--- config.mk ---
export PLATFORM = sky130hd
export DESIGN_NAME = csbic_top
export DESIGN_NICKNAME = d
export VERILOG_FILES = /design/src/logic/csbic_pkg.sv /design/src/logic/csbic_top.sv
export SDC_FILE = /design/constraint.sdc
export NUM_CORES = 1
export LEC_CHECK = 0
export BUFFER_PORTS_ARGS = -buffer_cell sky130_fd_sc_hd__buf_4
export CORE_AREA = 2 2 264 266
export DETAILED_ROUTE_END_ITERATION = 7
export DIE_AREA = 0 0 266 268
export PLACE_DENSITY = 0.85
export SETUP_SLACK_MARGIN = 0.5
export SYNTH_ARGS = -nofsm -noshare
export SYNTH_HDL_FRONTEND = slang
export SYNTH_SLANG_ARGS = --single-unit
--- constraint.sdc ---
create_clock -name clk -period 4.19 [get_ports clk]
set_clock_uncertainty 0.15 [all_clocks]
set_input_delay 0 -clock clk [delete_from_list [all_inputs] [get_ports clk]]
set_output_delay 0 -clock clk [all_outputs]
set_load 0.05 [all_outputs]
--- src/logic/csbic_pkg.sv ---
// package: register map, field positions and types of the status/mono control block
package csbic_pkg;
    // register offsets
    localparam logic [7:0] ADDR_MONO_CTRL = 8'h01;
    localparam logic [7:0] ADDR_IRQ_STAT  = 8'h04;
    localparam logic [7:0] ADDR_IRQ_MASK  = 8'h05;
    localparam logic [7:0] ADDR_COPY_CTRL = 8'h07;
    localparam logic [7:0] ADDR_BUF_FIRST = 8'h08;
    localparam logic [7:0] ADDR_BUF_LAST  = 8'h37;
    localparam int         BUF_BYTES      = 48;
    localparam logic [5:0] BUF_LAST_IDX   = 6'h2F;
    // mono control fields
    localparam int MONO_EN_BIT  = 0;
    localparam int MONO_SRC_BIT = 1;
    localparam int MONO_CS_BIT  = 2;
    // status / mask fields
    localparam int FLAG_COPY_DONE = 0;
    localparam int FLAG_SLIP_BLK  = 1;
    localparam int FLAG_AUX       = 2;
    localparam int MASK_SLIP_BLOCKSTART_SELECT_BIT  = 7;
    // copy control field
    localparam int COPY_DIS_BIT = 0;
    // reset values
    localparam logic [7:0] RST_MONO_CTRL = 8'h00;
    localparam logic [7:0] RST_IRQ_MASK  = 8'h00;
    localparam logic [7:0] RST_COPY_CTRL = 8'h00;
    localparam logic [7:0] RST_IRQ_STAT  = 8'h00;
    // frames of a block in which the buffer copy may start
    localparam logic [7:0] COPY_FRAME_FIRST = 8'hB8;
    localparam logic [7:0] COPY_FRAME_LAST  = 8'hBF;
    localparam int         SAMPLE_W         = 24;

    typedef enum logic {CSBIC_IDLE, CSBIC_COPY} csbic_state_t;

    // one decoded control-port access
    typedef struct packed {
        logic [7:0] addr;
        logic       wr;
        logic       rd;
        logic [7:0] wdata;
    } csbic_req_t;

    // one pair of transmitted subframes
    typedef struct packed {
        logic [SAMPLE_W-1:0] sub_a;
        logic [SAMPLE_W-1:0] sub_b;
    } csbic_frame_t;
endpackage : csbic_pkg

--- src/logic/csbic_top.sv ---
// module: channel-status copy, interrupt flags and mono source selection
//
// Functional notes
// - copy-disable rests at zero; host sets it while rewriting the host buffer
// - buffer copy only starts in frames 184 through 191 of a block
// - after copy-disable clears, copy runs in the first eligible frame
// - finished copy sets copy-done flag and, if unmasked, the interrupt
// - host buffer reads and writes are discarded while a copy runs
// - setting copy-disable during a copy aborts it
// - three interrupt conditions, generated only under software control
// - interrupt pin driven low on unmasked flag, otherwise released
// - flags and interrupt hold until status read; read clears all but flags set in the read cycle
// - each flag active high and sticky until status read
// - mask register bit set disables that flag's interrupt
// - select bit picks slip (0) or block start (1) for shared flag
// - slip mode sets shared flag on each dropped or repeated sample
// - block-start mode sets shared flag on internal or external block start
// - mono mode sends two consecutive samples of one channel in A and B
// - software mode: control register selects mono, audio and status source
// - hardware mode: mono pin low stereo, high mono
// - source low: left audio, status A; high: right audio, status B
`timescale 1ns/1ps
module csbic_top
    import csbic_pkg::*;
(
    // clock and reset
    input  wire logic                clk,
    input  wire logic                srst,
    // control port access and mode strap
    input  wire csbic_req_t          req,
    output logic [7:0]               rdata,
    input  wire logic                sw_mode,
    // hardware-mode pins
    input  wire logic                mono_pin,
    input  wire logic                source_pin,
    // frame timing and events from the encoder
    input  wire logic                frame_start,
    input  wire logic [7:0]          frame_num,
    input  wire logic                slip_event,
    input  wire logic                block_start_int,
    input  wire logic                block_start_io,
    input  wire logic                aux_event,
    // transmit-side buffer read port
    input  wire logic [5:0]          tx_cs_addr,
    output logic [7:0]               tx_cs_data,
    // audio samples in, subframes out
    input  wire logic                sample_valid,
    input  wire logic [SAMPLE_W-1:0] left_sample,
    input  wire logic [SAMPLE_W-1:0] right_sample,
    output csbic_frame_t             frame_out,
    output logic                     frame_valid,
    // mono selection state
    output logic                     mono_active,
    output logic                     audio_right,
    output logic                     cs_chan_b,
    // open-drain interrupt, active low
    output logic                     int_n_out,
    output logic                     int_n_oe
);
    logic [7:0]   mono_ctrl;
    logic [7:0]   irq_mask;
    logic [7:0]   copy_ctrl;
    logic [7:0]   irq_stat;
    logic [7:0]   host_buf [BUF_BYTES];
    logic [7:0]   tx_buf   [BUF_BYTES];
    csbic_state_t state;
    logic [5:0]   copy_idx;
    logic         copy_pending;
    logic         dis_q;
    logic         half;
    logic [SAMPLE_W-1:0] first_sample;

    logic       copy_dis;
    logic       in_window;
    logic       buf_hit;
    logic [5:0] buf_idx;
    logic       copy_end;
    logic       stat_read;
    logic       shared_evt;
    logic [7:0] next_events;
    logic       sel_right;
    logic [SAMPLE_W-1:0] sel_sample;

    // decode and event collection
    assign copy_dis   = copy_ctrl[COPY_DIS_BIT];
    assign in_window  = (frame_num >= COPY_FRAME_FIRST) && (frame_num <= COPY_FRAME_LAST);
    assign buf_hit    = (req.addr >= ADDR_BUF_FIRST) && (req.addr <= ADDR_BUF_LAST);
    assign buf_idx    = 6'(req.addr - ADDR_BUF_FIRST);
    assign copy_end   = (state == CSBIC_COPY) && !copy_dis && (copy_idx == BUF_LAST_IDX);
    assign stat_read  = req.rd && (req.addr == ADDR_IRQ_STAT);
    assign shared_evt = irq_mask[MASK_SLIP_BLOCKSTART_SELECT_BIT]
                        ? (block_start_int || block_start_io)
                        : slip_event;
    always_comb
    begin
        next_events                 = 8'h00;
        next_events[FLAG_COPY_DONE] = copy_end;
        next_events[FLAG_SLIP_BLK]  = shared_evt;
        next_events[FLAG_AUX]       = aux_event;
        if (!sw_mode)
            next_events = 8'h00;
    end

    // control registers written by the host
    always_ff @(posedge clk)
    begin
        if (srst)
        begin
            mono_ctrl <= RST_MONO_CTRL;
            irq_mask  <= RST_IRQ_MASK;
            copy_ctrl <= RST_COPY_CTRL;
        end
        else if (req.wr)
        begin
            unique case (req.addr)
                ADDR_MONO_CTRL: mono_ctrl <= req.wdata;
                ADDR_IRQ_MASK:  irq_mask  <= req.wdata;
                ADDR_COPY_CTRL: copy_ctrl <= req.wdata;
                default:        ;
            endcase
        end
    end

    // sticky status flags, cleared by read, set wins
    always_ff @(posedge clk)
    begin
        if (srst)
            irq_stat <= RST_IRQ_STAT;
        else if (stat_read)
            irq_stat <= next_events;
        else
            irq_stat <= irq_stat | next_events;
    end

    // open-drain interrupt: pull low or release
    assign int_n_out = 1'b0;
    assign int_n_oe  = sw_mode && ((irq_stat & ~irq_mask & 8'h07) != 8'h00);

    // copy request remembered from the clearing of copy-disable
    always_ff @(posedge clk)
    begin
        if (srst)
        begin
            dis_q        <= 1'b0;
            copy_pending <= 1'b0;
        end
        else
        begin
            dis_q <= copy_dis;
            if (dis_q && !copy_dis)
                copy_pending <= 1'b1;
            else if (state == CSBIC_COPY)
                copy_pending <= 1'b0;
        end
    end

    // copy sequencer, one byte per clock
    always_ff @(posedge clk)
    begin
        if (srst)
        begin
            state    <= CSBIC_IDLE;
            copy_idx <= 6'h00;
        end
        else
        begin
            unique case (state)
                CSBIC_IDLE:
                begin
                    copy_idx <= 6'h00;
                    if (copy_pending && !copy_dis && frame_start && in_window)
                        state <= CSBIC_COPY;
                end
                CSBIC_COPY:
                begin
                    if (copy_dis || copy_end)
                        state <= CSBIC_IDLE;
                    copy_idx <= copy_idx + 6'h01;
                end
            endcase
        end
    end

    // host buffer, locked out while copying
    always_ff @(posedge clk)
    begin
        if (req.wr && buf_hit && (state == CSBIC_IDLE))
            host_buf[buf_idx] <= req.wdata;
    end

    // transmit buffer fill and read port
    always_ff @(posedge clk)
    begin
        if ((state == CSBIC_COPY) && !copy_dis)
            tx_buf[copy_idx] <= host_buf[copy_idx];
        if (srst)
            tx_cs_data <= 8'h00;
        else
            tx_cs_data <= (tx_cs_addr <= BUF_LAST_IDX) ? tx_buf[tx_cs_addr] : 8'h00;
    end

    // register read data
    always_ff @(posedge clk)
    begin
        if (srst)
            rdata <= 8'h00;
        else if (req.rd)
        begin
            if (buf_hit)
                rdata <= (state == CSBIC_IDLE) ? host_buf[buf_idx] : 8'h00;
            else
                unique case (req.addr)
                    ADDR_MONO_CTRL: rdata <= mono_ctrl;
                    ADDR_IRQ_STAT:  rdata <= irq_stat;
                    ADDR_IRQ_MASK:  rdata <= irq_mask;
                    ADDR_COPY_CTRL: rdata <= copy_ctrl;
                    default:        rdata <= 8'h00;
                endcase
        end
    end

    // mono selection from register or pins
    always_ff @(posedge clk)
    begin
        if (srst)
        begin
            mono_active <= 1'b0;
            audio_right <= 1'b0;
            cs_chan_b   <= 1'b0;
        end
        else if (sw_mode)
        begin
            mono_active <= mono_ctrl[MONO_EN_BIT];
            audio_right <= mono_ctrl[MONO_SRC_BIT];
            cs_chan_b   <= mono_ctrl[MONO_CS_BIT];
        end
        else
        begin
            mono_active <= mono_pin;
            audio_right <= source_pin;
            cs_chan_b   <= source_pin;
        end
    end

    // subframe assembly, mono pairs consecutive samples
    assign sel_right  = audio_right;
    assign sel_sample = sel_right ? right_sample : left_sample;
    always_ff @(posedge clk)
    begin
        if (srst)
        begin
            half         <= 1'b0;
            first_sample <= '0;
            frame_out    <= '0;
            frame_valid  <= 1'b0;
        end
        else
        begin
            frame_valid <= 1'b0;
            if (sample_valid && !mono_active)
            begin
                half        <= 1'b0;
                frame_out   <= '{sub_a: left_sample, sub_b: right_sample};
                frame_valid <= 1'b1;
            end
            else if (sample_valid)
            begin
                half <= !half;
                if (!half)
                    first_sample <= sel_sample;
                else
                begin
                    frame_out   <= '{sub_a: first_sample, sub_b: sel_sample};
                    frame_valid <= 1'b1;
                end
            end
        end
    end

    // checks on the guarded logic
    property p_copy_start;
        @(posedge clk) disable iff (srst)
        (state == CSBIC_IDLE) ##1 (state == CSBIC_COPY)
            |-> $past(frame_start) && $past(frame_num) >= COPY_FRAME_FIRST
                && $past(frame_num) <= COPY_FRAME_LAST;
    endproperty
    a_copy_start: assert property (p_copy_start) else $error("copy began outside window");
    property p_first_frame;
        @(posedge clk) disable iff (srst)
        (copy_pending && !copy_dis && frame_start && in_window && state == CSBIC_IDLE)
            |=> (state == CSBIC_COPY);
    endproperty
    a_first_frame: assert property (p_first_frame) else $error("eligible frame skipped");
    property p_done_flag;
        @(posedge clk) disable iff (srst)
        (copy_end && sw_mode) |=> irq_stat[FLAG_COPY_DONE];
    endproperty
    a_done_flag: assert property (p_done_flag) else $error("copy done flag missing");
    property p_abort;
        @(posedge clk) disable iff (srst)
        (state == CSBIC_COPY && copy_dis) |=> (state == CSBIC_IDLE) [*2];
    endproperty
    a_abort: assert property (p_abort) else $error("copy not aborted");
    property p_hw_quiet;
        @(posedge clk) disable iff (srst)
        (!sw_mode && !stat_read) |=> $stable(irq_stat);
    endproperty
    a_hw_quiet: assert property (p_hw_quiet) else $error("status changed in pin mode");
    property p_flag_hold;
        @(posedge clk) disable iff (srst)
        (irq_stat[FLAG_SLIP_BLK] && !stat_read) |=> irq_stat[FLAG_SLIP_BLK];
    endproperty
    a_flag_hold: assert property (p_flag_hold) else $error("flag dropped without read");
    property p_read_clear;
        @(posedge clk) disable iff (srst)
        (stat_read && next_events == 8'h00) |=> (irq_stat == 8'h00) && !int_n_oe;
    endproperty
    a_read_clear: assert property (p_read_clear) else $error("status read did not clear");
    property p_slip;
        @(posedge clk) disable iff (srst)
        (sw_mode && slip_event && !irq_mask[MASK_SLIP_BLOCKSTART_SELECT_BIT] && !irq_mask[FLAG_SLIP_BLK])
            |=> irq_stat[FLAG_SLIP_BLK] && int_n_oe;
    endproperty
    a_slip: assert property (p_slip) else $error("slip not flagged");
    property p_set_wins;
        @(posedge clk) disable iff (srst)
        (stat_read && sw_mode && aux_event) |=> irq_stat[FLAG_AUX];
    endproperty
    a_set_wins: assert property (p_set_wins) else $error("event lost on read");
    property p_hw_mono;
        @(posedge clk) disable iff (srst)
        !sw_mode |=> (mono_active == $past(mono_pin)) && (cs_chan_b == $past(source_pin));
    endproperty
    a_hw_mono: assert property (p_hw_mono) else $error("pin mode select wrong");
    c_copy_done: cover property (@(posedge clk) disable iff (srst) copy_end);
    c_abort: cover property (@(posedge clk) disable iff (srst) state == CSBIC_COPY && copy_dis);
    c_int: cover property (@(posedge clk) disable iff (srst) int_n_oe ##1 stat_read);
    c_mono: cover property (@(posedge clk) disable iff (srst) mono_active && frame_valid);
endmodule : csbic_top

## After elaboration in Yosys (flattened, before gate mapping)

Memories as Yosys holds them, arrays and structs flattened. A register that Yosys moved wholly into a read port is not among the register bits.
Index checks and enable logic that the tools add are counted.

- Register bits: 126
- Latch bits: 0
- RAM bits: 768
- ROM bits: 0
- Input bits: 91
- Memories kept: 2

Memories:

| name | words | width | rd ports | clocked after memory_dff | write ports | RTL line | RTL |
|---|---|---|---|---|---|---|---|
| host_buf | 48 | 8 | 2 | 1 | 1 | csbic_top.sv:64 | `logic [7:0] host_buf [BUF_BYTES];` |
| tx_buf | 48 | 8 | 1 | 1 | 1 | csbic_top.sv:65 | `logic [7:0] tx_buf [BUF_BYTES];` |

- Add/sub/neg operators: 2
- $mul: 0
- Divide/modulo/power cells: 0
- Magnitude comparators: 5
- Eq/ne operators: 5
- Shift-type cells: 0
- Muxes and demuxes: 27
- Bitwise operators: 7
- Reductions and logical operators: 29

Operator list:

| cell | number |
|---|---|
| 48-bit 2-to-1 mux | 3 |
| 8-bit case mux with 4 select lines | 1 |
| 8-bit by 3-bit equality test with 1-bit output (second input constant) | 3 |
| 24-bit 2-to-1 mux | 1 |
| 8-bit 2-to-1 mux | 3 |
| 1-bit 2-to-1 mux | 15 |
| 1-bit logical AND | 13 |
| 6-bit case mux with 2 select lines | 1 |
| 8-bit by 1-bit equality test with 1-bit output (second input constant) | 1 |
| 8-bit by 4-bit greater-or-equal comparator with 1-bit output (second input constant) | 1 |
| 8-bit greater-or-equal comparator (second input constant) | 1 |
| 8-bit by 6-bit <= comparator with 1-bit output (second input constant) | 1 |
| 8-bit <= comparator (second input constant) | 1 |
| 8-bit by 3-bit OR with 8-bit output | 1 |
| 2-bit AND reduction | 4 |
| 8-bit nonzero test | 1 |
| 6-bit by 1-bit adder with 6-bit output (second input constant) | 1 |
| 6-bit equality test (second input constant) | 1 |
| 6-bit <= comparator (second input constant) | 1 |
| 6-bit 2-to-1 mux | 1 |
| 2-bit nonzero test | 3 |
| 6-bit by 4-bit subtractor with 6-bit output (second input constant) | 1 |
| 1-bit inverter | 4 |
| 2-bit OR reduction | 2 |
| 7 further kinds | 10 |

## Logic depth before layout (Yosys ltp)

- Depth in word-level cells: 6
- Mapped depth: 11

## Least setup slack after synthesis

OpenSTA, ideal clock, no wires.

- Kind: register to register
- Start point: reg, netlist name copy_idx[0]
- End point: mem tx_buf[0][3], data pin
- Data arrival time: 3,499 ps
- Path slack: -37 ps
- Cell stages (with the launch flop): 9
- Path buffers: 3
- Cells stage by stage: dfxtp_1 -> buf_2 -> nor3b_2 -> buf_2 -> buf_2 -> nand2_1 -> nand3_1 -> o21ai_0 -> o21ai_0

RTL lines:

| item | RTL line |
|---|---|
| end, declared | csbic_top.sv:65 |

## Worst setup path in the final report

- Start point: reg copy_idx[4]
- End point: mem tx_buf[4][6] (enable)

RTL lines:

| item | RTL line | RTL |
|---|---|---|
| start, declared | csbic_top.sv:67 | `logic [5:0] copy_idx;` |
| start signal, assigned | csbic_top.sv:178 | `copy_idx <= copy_idx + 6'h01;` |

No word-level cell before the write port.

==> metrics.md <==
| Metric | Value |
|---|---|
| CTS tree | yes |
| Cts bufs inserted | 87 |
| PwrDens | 427.9 nW/um2 |
| Dpl ws | roughly 0.33 ns |
| Via/cell ratio | between 7 and 8 |
| Total global routing track utilization | a little under a third |
| Async S/R FF share, synth | 0% |
| Root Buffer | clkbuf_16 |
| Crit share post-route | 88.56% |
| Critical Path RT | about 4.3 ns |
| Vert. Die Dim | 268 um |
| WS Path Type | reg -> reg |
| IO Pins | about 160 |
| CTS sink cnt | 897 |
| EDFF count, synth | 768 |
| Clk_lat worst skew | about 0.67 ns |
| Largest net degree at the start of global routing | 75 |
| Port Buffers | 156 |
| DRT Pass-1 Iters | 8 |
| HP Class | in -> reg |
| Worst slew pin tran | 1.535 ns |
| Final hold violation count | 0 |
| Critical path fanouts, max | 9 |
| Mapped Cells | roughly 2500 |
| Die ar. | 71290 um2 |
| Mapped Area | 38140 um2 |
| Nets | 2889 |
| Critical Path Start Type | flip-flop |
| Buffers and inverters on the worst path | 0 |
| Residual DRC | 2 |
| Unique cell type count in the Yosys netlist | 71 |
| IR drop worst, VDD | 0.5662 mV |
| Slew HR | -3.091% |
| Wire length per cell | 30.60 um |
| Number of core rows | 96 |
| Crit path largest cell delay | 1.23 ns |
| P_leak | 15.09 nW |
| P&R area growth vs syn | 17.74% |
| Drt first-iter violations | 4497 |
| Top Family by Delay on Critical Path | simple AND/OR/NAND/NOR gates |
| Dpl hpwl | 70190 um |
| Worst setup EP type | flip-flop |
| Via count | around 26000 |
| Initial antenna violation count | 2 |
| Initial core utilization | 55.90% |
| Avg Synthesized Cell Area | 15.40 um2 |
| Violated checks | DRC, capacitance limit, slew limit |
| Cell Area, Placed | 40650 um2 |
| Seq cells post-synth | 897 |
| PnR worst setup slack | 0.4794 ns |
| Share of layout cells above drive strength 1 | 21.49% |
| Register clock-pin slew on the reported worst setup and hold paths | 0.06 ns |
| Setup TNS Final | 0 ns |
| ANT nets after route | 0 |
| Ant. Diodes | 0 |
| Worst path cell trace | nor3_1, nand2_1, nor2_1 |
| Util after Layout | 65.82% |
| Worst-case clock buffer depth | 3 |
| Worst Path Arrival | 3.85 ns |
| Slew Viols, Final | 6 |
| Total wire length | around 110000 um |
| H-tree levels | 3 |
| Number of global-route vias before repair | 26340 |
| RSZ-0062 raised after global routing | true |
| Primary FF master, synth | edfxtp_1 |
| Yosys Warn Count | 0 |
| Post-route cell area | 44910 um2 |
| Core area | 68230 um2 |
| Final min period | 3.711 ns |
| Seq/Total Area, Yosys | roughly 67% |
| Final setup fails | 0 |
| Synthesized net count | 2569 |
| Max-Cap Viols | 1 |
| CP max stage cell | nor3_1 |
| Status | finished with violations |
| Grt ovf | 0 |
| Die width | 266 um |
| Placer Congestion | between 1 and 1.5 |
| Achievable Freq | around 270 MHz |
| First-pass GRT wire length | 168000 um |
==> repair_timing <==
| item | CTS | global route |
|---|---|---|
| cloned | 0 | 1 |
| setup buffers | 0 | 2 |
| setup endpoints to repair | 48 | 153 |
| endpoints found under the hold margin | 506 | 0 |
| pin swaps | 0 | 1 |
| hold buffers | 117 | 0 |
| resized for setup | 1 | 7 |
==> cell usage after synthesis, types with 5 or more instances <==
library cell,n,area share [%]
nor4_1,5,0.082
buf_1,15,0.15
a41oi_1,6,0.14
nand3b_1,5,0.098
a311oi_1,6,0.14
nor2_1,210,2.1
and3_1,6,0.098
nand2_1,135,1.3
a22oi_1,149,2.9
a31oi_1,26,0.43
nor3_1,16,0.21
buf_4,18,0.35
o211ai_1,13,0.26
xnor2_1,5,0.11
buf_2,43,0.56
clkbuf_1,85,0.84
nand2b_1,8,0.13
nor2b_1,22,0.36
a221oi_1,48,1.1
nor3b_1,6,0.12
buf_6,7,0.21
mux4_1,20,1.4
edfxtp_1,768,60
mux2_2,33,0.97
a221o_1,8,0.21
nand3_1,33,0.43
mux4_2,130,7.7
a21oi_1,65,0.85
a211oi_1,37,0.73
and2_1,7,0.11
inv_1,11,0.11
mux2i_1,147,3.9
o21a_1,25,0.49
dfxtp_1,129,6.8
o22ai_1,31,0.51
a22o_1,21,0.48
nand4_1,24,0.39
o21ai_0,86,1.1
buf_8,6,0.24
==> power by group <==
group          internal (mW)  switching (mW)  leakage, nW  total [mW]
registers               9.67          0.0376         7.95        9.71
clock network           4.67            3.52         1.44        8.19
logic                  0.499           0.815         5.70        1.31
total                   14.8            4.37         15.1        19.2
==> final timing paths <==
check                                                   to  cells past startpoint                        from  slack (ns)
worst max-delay path                tx_buf[4][6]$_DFFE_PP_                      3      copy_idx[4]$_SDFF_PP0_        0.48
worst max register to register      tx_buf[4][6]$_DFFE_PP_                      3      copy_idx[4]$_SDFF_PP0_        0.48
worst min register to register  frame_out[27]$_SDFFE_PP0P_                      2  frame_out[27]$_SDFFE_PP0P_        0.30
worst min-delay path                     half$_SDFFE_PP0P_                      3                sample_valid        0.05
==> cells in the final DEF, fill, tap and decap left out, types with 24 or more instances in the layout <==
cell type and instances:
edfxtp_1 768, buf_4 279, nor2_1 209, a22oi_1 149, mux2i_1 147, nand2_1 135
mux4_2 130, dfxtp_1 127, dlygate4sd3_1 117, clkbuf_16 87, o21ai_0 83, a21oi_1 64
a221oi_1 48, a211oi_1 37, mux2_2 33, nand3_1 33, o22ai_1 31, a31oi_1 26
o21a_1 25, nand4_1 24
==> cell type report <==
class	instances	area, um2
clock buffer	103	2257
clock inverter	57	747.0
fill	4291	23320
inverter	14	52.55
multi-input combinational	1390	11640
sequential	897	25650
tap	882	1104
timing repair buffer	406	3457
==> tightest hold or removal path: cells and delay by family <==
kind            cells  cell delay [ns]
compound gates      1             0.10
buf+inv             2             0.71
==> layer usage <==
metal  up-vias  global-route usage, %  wire (um)
li1      10620                      -          -
met1     12920                  40.57      38870
met2      2353                  50.96      54030
met3       575                  7.175      14250
met4         4                  17.48       7545
met5         -                      0         21
==> sequential cells by signal (all words and copies together), names as in the netlist, 3 cells and up <==
| name | flops |
|---|---|
| tx_cs_data | 8 |
| rdata | 8 |
| irq_stat | 3 |
| irq_mask | 8 |
| first_sample | 24 |
| frame_out | 48 |
| copy_ctrl | 8 |
| copy_idx | 6 |
| host_buf | 384 |
| tx_buf | 384 |
| mono_ctrl | 8 |
==> through the flow <==
stage | std cells | power, mW | hold slack [ns]
after floorplan | 2476 | 10.62 | -0.05113
after global placement | 3469 | 11.02 | 0.09078
after detailed placement | 3469 | 11.05 | 0.1002
after CTS | 3746 | 19.16 | 0.01029
after global routing | 3749 | 19.61 | 0.05310
final | 3749 | 19.21 | 0.04956
==> logic make-up (layout without fill, tap and decap cells) <==
kind of cell	after synthesis	count (layout)	synth area share (%)
buffers and inverters	190	580	2.588
AOI/OAI and AO/OA	553	554	10.19
adders and majority gates	2	2	0.06560
other	1	1	0.009832
DFF	897	897	67.24
muxes	330	330	13.89
and+or+nand+nor	497	497	5.879
xor gates and xnor gates	6	6	0.1378
No activity file was read; power rests on OpenSTA's default activity.
